### config.mk
export PLATFORM = sky130hd
export DESIGN_NAME = supply_osc_fault_monitor
export DESIGN_NICKNAME = d
export VERILOG_FILES = /design/src/include/supply_osc_pkg.sv /design/src/include/filter_if.sv /design/src/rtl/fault_filter.sv /design/src/rtl/supply_osc_fault_monitor.sv
export VERILOG_INCLUDE_DIRS = /design/src /design/src/include
export SDC_FILE = /design/constraint.sdc
export NUM_CORES = 1
export LEC_CHECK = 0
export ABC_CLOCK_PERIOD_IN_PS = 3100
export BUFFER_PORTS_ARGS = -buffer_cell sky130_fd_sc_hd__buf_2
export CAP_MARGIN = 20
export CORE_ASPECT_RATIO = 0.75
export CORE_MARGIN = 4
export CORE_UTILIZATION = 24
export DETAILED_ROUTE_END_ITERATION = 7
export GPL_TIMING_DRIVEN = 0
export PLACE_DENSITY_LB_ADDON = 0.08
export SYNTH_ARGS = -nofsm -noshare
export SYNTH_HDL_FRONTEND = slang
export SYNTH_SLANG_ARGS = --single-unit
export TNS_END_PERCENT = 5
### constraint.sdc
create_clock -name ref_clk -period 3.1 [get_ports ref_clk]
set_input_delay 0 -clock ref_clk [delete_from_list [all_inputs] [get_ports ref_clk]]
set_output_delay 0 -clock ref_clk [all_outputs]
set_load 0.02 [all_outputs]
### src/include/supply_osc_cfg.svh
// Behaviour
// Both oscillators run in normal mode and only the slow one in sleep.
// Each oscillator is checked against the other for drift and stalls.
// An oscillator fault sends the device to sleep at once.
// A sleep entry caused by an oscillator fault leaves all flags alone.
// A software sleep request puts the device into its sleep state.
// A filtered interface supply undervoltage causes sleep and a flag.
// A filtered auxiliary regulator overcurrent turns that output off.
// After that shutdown the device sleeps and sets the supply flag.
// A filtered I/O supply undervoltage sets the I/O supply low flag.
// That flag clears by write only after a filtered supply recovery.
// The flag being set blocks GPIO functions and GPIO wake-up.
// Each filter counter restarts when its condition goes away.
`ifndef SUPPLY_OSC_CFG_SVH
`define SUPPLY_OSC_CFG_SVH
`define MAIN_OSC_KHZ 14000
`define SLEEP_OSC_KHZ 100
`define REF_CLK_MHZ 200
`define FILT_W 16
`define FILT_DEFAULT 16'h0064
`define RATIO_NOM (`MAIN_OSC_KHZ / `SLEEP_OSC_KHZ)
`define RATIO_TOL 14
`define STUCK_LIMIT 16'h0FA0
`endif

### src/include/supply_osc_pkg.sv
package supply_osc_pkg;
  typedef enum logic [1:0] {ST_NORMAL, ST_SLEEP} pwr_state_t;
endpackage

### src/include/filter_if.sv
`timescale 1ns/10ps
`default_nettype none
interface filter_if #(parameter int W = 16);
  logic         cond;
  logic [W-1:0] limit;
  logic         hit;
  modport ctl (output cond, output limit, input hit);
  modport flt (input cond, input limit, output hit);
endinterface
`default_nettype wire

### src/rtl/fault_filter.sv
`timescale 1ns/10ps
`default_nettype none
`include "supply_osc_cfg.svh"
module fault_filter #(parameter int W = `FILT_W)
(
  input  wire logic ref_clk,
  input  wire logic nrst,
  filter_if.flt     f
);
  logic [W-1:0] cnt_reg;

  // restart on release
  always_ff @(posedge ref_clk)
  begin
    if (!nrst || !f.cond)
      cnt_reg <= '0;
    else if (cnt_reg != f.limit)
      cnt_reg <= cnt_reg + W'(1);
  end

  assign f.hit = f.cond && (cnt_reg == f.limit);
endmodule // fault_filter
`default_nettype wire

### src/rtl/supply_osc_fault_monitor.sv
`timescale 1ns/10ps
`default_nettype none
`include "supply_osc_cfg.svh"
module supply_osc_fault_monitor #(
  parameter int FW = `FILT_W
)
(
  input  wire logic          ref_clk,
  input  wire logic          nrst,
  input  wire logic          mainOscTick,
  input  wire logic          sleepOscTick,
  input  wire logic          sleepRequest,
  input  wire logic          wakeEvent,
  input  wire logic          gpioWakePin,
  input  wire logic [FW-1:0] filterLimit,
  input  wire logic          ifaceSupplyLow,
  input  wire logic          auxOverCurrent,
  input  wire logic          ioSupplyLowFall,
  input  wire logic          ioSupplyOkRise,
  input  wire logic          supplyErrClear,
  input  wire logic          ioLowClear,
  output logic               mainOscEnable,
  output logic               sleepOscEnable,
  output logic               sleepMode,
  output logic               auxRegEnable,
  output logic               supplyErrSleepFlag,
  output logic               io_supply_low_flag,
  output logic               gpioEnable,
  output logic               oscFault
);
  supply_osc_pkg::pwr_state_t state_reg;
  logic [FW-1:0] mainCnt_reg;
  logic [FW-1:0] stuckCnt_reg;
  logic          ioRecovered_reg;
  logic          driftArmed_reg;
  logic          oscErr;
  logic          gpioWake;

  //////////////////////////////////////////////////////////////////////////
  filter_if #(.W(FW)) fIface ();
  filter_if #(.W(FW)) fAux ();
  filter_if #(.W(FW)) fIoLow ();
  filter_if #(.W(FW)) fIoOk ();
  assign fIface.cond  = ifaceSupplyLow && state_reg == supply_osc_pkg::ST_NORMAL;
  assign fAux.cond    = auxOverCurrent && auxRegEnable;
  assign fIoLow.cond  = ioSupplyLowFall;
  assign fIoOk.cond   = ioSupplyOkRise;
  assign fIface.limit = filterLimit;
  assign fAux.limit   = filterLimit;
  assign fIoLow.limit = filterLimit;
  assign fIoOk.limit  = filterLimit;
  fault_filter #(.W(FW)) uIface (.ref_clk(ref_clk), .nrst(nrst), .f(fIface));
  fault_filter #(.W(FW)) uAux   (.ref_clk(ref_clk), .nrst(nrst), .f(fAux));
  fault_filter #(.W(FW)) uIoLow (.ref_clk(ref_clk), .nrst(nrst), .f(fIoLow));
  fault_filter #(.W(FW)) uIoOk  (.ref_clk(ref_clk), .nrst(nrst), .f(fIoOk));

  //////////////////////////////////////////////////////////////////////////
  // count main ticks per sleep tick; stall guard on both
  always_ff @(posedge ref_clk)
  begin
    if (!nrst || state_reg != supply_osc_pkg::ST_NORMAL || sleepOscTick)
      mainCnt_reg <= '0;
    else if (mainOscTick && mainCnt_reg != '1)
      mainCnt_reg <= mainCnt_reg + FW'(1);
  end

  // first slow tick after wake only arms
  // a window cut short by sleep would look like drift
  always_ff @(posedge ref_clk)
  begin
    if (!nrst || state_reg != supply_osc_pkg::ST_NORMAL)
      driftArmed_reg <= 1'b0;
    else if (sleepOscTick)
      driftArmed_reg <= 1'b1;
  end

  // stuck-at watchdog
  always_ff @(posedge ref_clk)
  begin
    if (!nrst || state_reg != supply_osc_pkg::ST_NORMAL || mainOscTick)
      stuckCnt_reg <= '0;
    else if (stuckCnt_reg != FW'(`STUCK_LIMIT))
      stuckCnt_reg <= stuckCnt_reg + FW'(1);
  end

  // drift only judged at a slow edge, stall continuously
  assign oscErr = state_reg == supply_osc_pkg::ST_NORMAL &&
    ((sleepOscTick && driftArmed_reg &&
      (mainCnt_reg < FW'(`RATIO_NOM - `RATIO_TOL) ||
       mainCnt_reg > FW'(`RATIO_NOM + `RATIO_TOL))) ||
     stuckCnt_reg == FW'(`STUCK_LIMIT) ||
     mainCnt_reg == '1);
  assign oscFault = oscErr;

  //////////////////////////////////////////////////////////////////////////
  // gpio wake only when io supply good
  assign gpioWake = gpioWakePin && !io_supply_low_flag;

  // sleep entry
  always_ff @(posedge ref_clk)
  begin
    if (!nrst)
      state_reg <= supply_osc_pkg::ST_NORMAL;
    else
      case (state_reg)
        supply_osc_pkg::ST_NORMAL:
          if (oscErr || sleepRequest || fIface.hit || fAux.hit)
            state_reg <= supply_osc_pkg::ST_SLEEP;
        // a fresh aux shutdown keeps the device asleep
        supply_osc_pkg::ST_SLEEP:
          if ((wakeEvent || gpioWake) && !fAux.hit)
            state_reg <= supply_osc_pkg::ST_NORMAL;
        default:
          state_reg <= supply_osc_pkg::ST_NORMAL;
      endcase
  end

  // oscillator enables
  assign sleepMode      = state_reg == supply_osc_pkg::ST_SLEEP;
  assign mainOscEnable  = !sleepMode;
  assign sleepOscEnable = 1'b1;

  // aux regulator off on overcurrent, back on at wake
  always_ff @(posedge ref_clk)
  begin
    if (!nrst)
      auxRegEnable <= 1'b1;
    else if (fAux.hit)
      auxRegEnable <= 1'b0;
    else if (state_reg == supply_osc_pkg::ST_SLEEP && (wakeEvent || gpioWake))
      auxRegEnable <= 1'b1;
  end

  // flag untouched on osc faults; set beats clear
  always_ff @(posedge ref_clk)
  begin
    if (!nrst)
      supplyErrSleepFlag <= 1'b0;
    else if (!oscErr && (fIface.hit || fAux.hit))
      supplyErrSleepFlag <= 1'b1;
    else if (supplyErrClear)
      supplyErrSleepFlag <= 1'b0;
  end

  // recovery seen for filter time
  always_ff @(posedge ref_clk)
  begin
    if (!nrst || !ioSupplyOkRise)
      ioRecovered_reg <= 1'b0;
    else if (fIoOk.hit)
      ioRecovered_reg <= 1'b1;
  end

  // set wins; clear only after recovery
  always_ff @(posedge ref_clk)
  begin
    if (!nrst)
      io_supply_low_flag <= 1'b0;
    else if (fIoLow.hit)
      io_supply_low_flag <= 1'b1;
    else if (ioLowClear && ioRecovered_reg)
      io_supply_low_flag <= 1'b0;
  end

  // gpio function gate
  assign gpioEnable = !io_supply_low_flag;
endmodule // supply_osc_fault_monitor
`default_nettype wire

==> results_dict.tcl <==
set metrics [dict create \
    ff2ff_setup_slack_ns 1.01 \
    final_antenna_net_count 0 \
    initial_core_util_pct 24.63 \
    rr_worst_depth 7 \
    avgSynthCellArea_sq_um 8.584 \
    path_max_fanout 7 \
    synth.top_cell.area_share_pct 34.23 \
    hold_end "io_supply_low_flag" \
    outcome "finished, final reports clean" \
    ys.warnings.count 0 \
    fillers 2577 \
    clkLatencyLatePin_ns 0.35 \
    clock-sinks 102 \
    fp.dieW_microns 190.1 \
    vias 5100 \
    max_freq_mhz 440.8 \
    crit_arrival_ns 2.27 \
    syn_nets 731 \
    report.final.slew_viol_count 0 \
    holdCritPathClass "input port to flip-flop" \
    hold_violations 0 \
    cp_top_family "simple AND/OR/NAND/NOR gates" \
    syn_area_sq_mm 0.005966 \
    syn2layout_area_growth_pct 14.39 \
    yosysTopAreaCell "dfxtp_1" \
    clock-skew-final_ns 0.009826 \
    register_area_sq_mm 0.002042 \
    drc 0 \
    layout_min_cycle_time_ns 2.269 \
    combPwrFrac_pct 7.7 \
    numPortBuffers 17 \
    setup-tns-final_ns 0 \
    tightest_slew_ns 0.6464 \
    cts_resized 0 \
    critPathMaxStageDelay_ns 0.63 \
    whs_ns 0.01896 \
    endpoint_kind "primary output" \
    ys_types 56 \
    postRouteWirelength_microns 17000 \
    cp.buffers_inverters 1 \
    critPathLaunchType "flip-flop" \
    vias_per_cell 4.793 \
    fin_crit_sh_pct 73.18 \
    setup.worst_path.class "flip-flop to primary output" \
    core_area_sq_mm 0.02422 \
    rsz0062_at_grt "false" \
    clk_path_buf_depth 2 \
    required_ns 3.10 \
    r2r-end "uAux.cnt_reg[4]" \
    gp_congestion 0.7688 \
    multi_input_area_sq_mm 0.003586 \
    first_pass_iters 4 \
    clkPwrFrac_pct 44.2 \
    cts_tree "built" \
    grt_pass1_vias 5027 \
    grt_pass1_wl_microns 27550 \
    htreeDepth 3 \
    seq_power_share_pct 48.1 \
    yosysSeqAreaShare_pct 34.23 \
    slowest_stage "nor4_2" \
    grt_overflow_total 0 \
    ys_ff_latch 102 \
    max_cap_violations 0 \
    synthArstFlopShare_pct 0 \
    swShare_pct 24.78 \
    post_cts_buffers 0 \
    syn_inst 695 \
    r2r_start "uAux.cnt_reg[0]" \
    synth_edf_count 0 \
    switching_power_mw 0.6846 \
    slew_headroom_pct 56.76 \
    p_leak_nw 2.018 \
    synthFlopType "dfxtp_1" \
    detail_route.wl_per_cell_microns 15.97 \
    whs_path_depth 3 \
    nets 764 \
    internal-power_mw 2.078 \
    die_area_sq_mm 0.02747 \
    diodes 0 \
    clk_pin_slew_ns 0.07 \
    grt_antenna_before_repair 0 \
    dieHeight_microns 144.5 \
    num_rows 49 \
    grt.total_usage_pct 12.62 \
    drive_above_1_share_pct 13.10 \
    dpl.hpwl_microns 12570 \
    synth_area_leaders "dfxtp_1 34%, xnor2_1 10%, a21oi_1 4.5%" \
    cellPowerDensity_mw_per_mm2 404.8 \
    ir_drop_uv 253.4 \
    cts_buffers 9 \
    drt_iter0_drc 328 \
    hold_start "ioSupplyLowFall" \
    ios 37 \
    cts_root_buf "clkbuf_16" \
    setup_viol 0 \
    worstPathCellList "nand4_2, nor4_2, a31oi_1, and3_1, nor2_1, buf_2" \
    grt_max_degree 17 \
]
-- worst reg2reg max path, delay by kind of cell (launching register included) --
family	cells	cell delay, ns
xor+xnor	1	0.16
simple gates	1	0.19
compound gates	3	0.87
flops	1	0.33
buf+inv	2	0.47
-- synthesized netlist by cell type, drive strengths merged (3+ instances only) --
cell and number:
and3 11, o211ai 4, nor4 9, nand3 40, and2 6, ha 7, and4 6, o311ai 3
nand2b 5, nor2 55, nand4 41, nand2 46, a21oi 54, or3 42, dfxtp 102, or4 19
buf 32, xnor2 76, mux2i 5, o41ai 8, clkbuf 13, xor2 17, o21ai 43, nor3 8
inv 14, o31ai 10
-- per-stage QoR --
stage / setup WS (ns) / power (mW) / cell area (sq um) / util, % / std cells
2_1_floorplan: 1.361 / 1.508 / 5966 / - / 695
3_3_place_gp: 1.027 / 1.568 / 6465 / 26.70 / 1043
3_5_place_dp: 0.9827 / 1.571 / 6465 / 26.70 / 1043
4_1_cts: 0.7891 / 2.805 / 6824 / 28.18 / 1064
5_1_grt: 0.6032 / 2.868 / 6824 / 28.18 / 1064
6_report: 0.8313 / 2.763 / 6824 / 28.18 / 1064
-- placed cells by master, fill, tap and decap left out, types with 3 or more instances in the layout --
| cell | count |
|---|---|
| or3_1 | 42 |
| nor4_4 | 3 |
| clkbuf_1 | 13 |
| a21oi_1 | 54 |
| o41ai_1 | 3 |
| nor3_1 | 8 |
| ha_1 | 7 |
| and2_1 | 6 |
| xnor2_2 | 6 |
| nand4_1 | 32 |
| and3_1 | 10 |
| or4_1 | 18 |
| buf_2 | 34 |
| o41ai_4 | 4 |
| o311ai_0 | 3 |
| xnor2_1 | 70 |
| clkbuf_16 | 9 |
| xor2_1 | 17 |
| nor4_1 | 4 |
| nand4_2 | 9 |
| mux2i_1 | 5 |
| dlygate4sd3_1 | 5 |
| o21ai_1 | 28 |
| o21ai_0 | 15 |
| and4_1 | 6 |
| dfxtp_1 | 102 |
| o31ai_1 | 10 |
| o211ai_1 | 4 |
| nor2_1 | 55 |
| nand3_1 | 39 |
| buf_4 | 3 |
| buf_6 | 11 |
| nand2b_1 | 5 |
| nand2_1 | 46 |
| inv_1 | 13 |
-- worst max path at each step --
stage | from | to | depth (start not counted)
finish | mainCnt_reg[2] | oscFault | 6
global route | mainCnt_reg[2] | oscFault | 6
CTS | mainCnt_reg[2] | oscFault | 6
detailed placement | uAux.cnt_reg[0] | uAux.cnt_reg[8] | 7
global placement | uAux.cnt_reg[0] | uAux.cnt_reg[8] | 7
floorplan | uIface.cnt_reg[1] | uIface.cnt_reg[8] | 7
-- routing by layer --
layer	vias to the layer above	global-route usage, %	share of wire, %
met5	-	0	0
met4	0	3.158	1.2
met3	12	2.510	2.6
met2	70	20.62	46
met1	2430	17.21	51
li1	2588	-	-
-- logic make-up (layout without fill, tap and decap cells) --
kind of cell / Yosys count / in the layout / share of synthesized area [%]
AOI/OAI and AO/OA: 133 / 133 / 14.53
xor gates and xnor gates: 93 / 93 / 14.41
adders and majority gates: 7 / 7 / 1.468
buffers and inverters: 59 / 97 / 5.663
DFF: 102 / 102 / 34.23
muxes: 5 / 5 / 0.8390
other: 1 / 1 / 0.06286
and+or+nand+nor: 295 / 295 / 28.80
-- final cells by class --
class                      count  area share [%]
timing repair buffer          22           1.980
buffer                        45           4.180
inverter                      14          0.7701
clock buffer                  12           3.759
tap                          331           6.069
multi-input combinational    534           52.55
clock inverter                 4          0.7701
sequential                   102           29.92
-- repair_timing --
| item | CTS | global route |
|---|---|---|
| hold buffers | 5 | 0 |
| hold endpoints to repair | 7 | 0 |
| setup endpoints to repair | 0 | 0 |
-- power by group through the flow --
stage / Sequential [mW] / Combinational, mW / Clock (mW)
floorplan: 1.36 / 0.149 / 0
global placement: 1.36 / 0.209 / 0
detailed placement: 1.36 / 0.211 / 0
CTS: 1.33 / 0.216 / 1.26
global route: 1.33 / 0.232 / 1.31
finish: 1.33 / 0.212 / 1.22
Note: power is estimated with default switching activity, not from simulation.
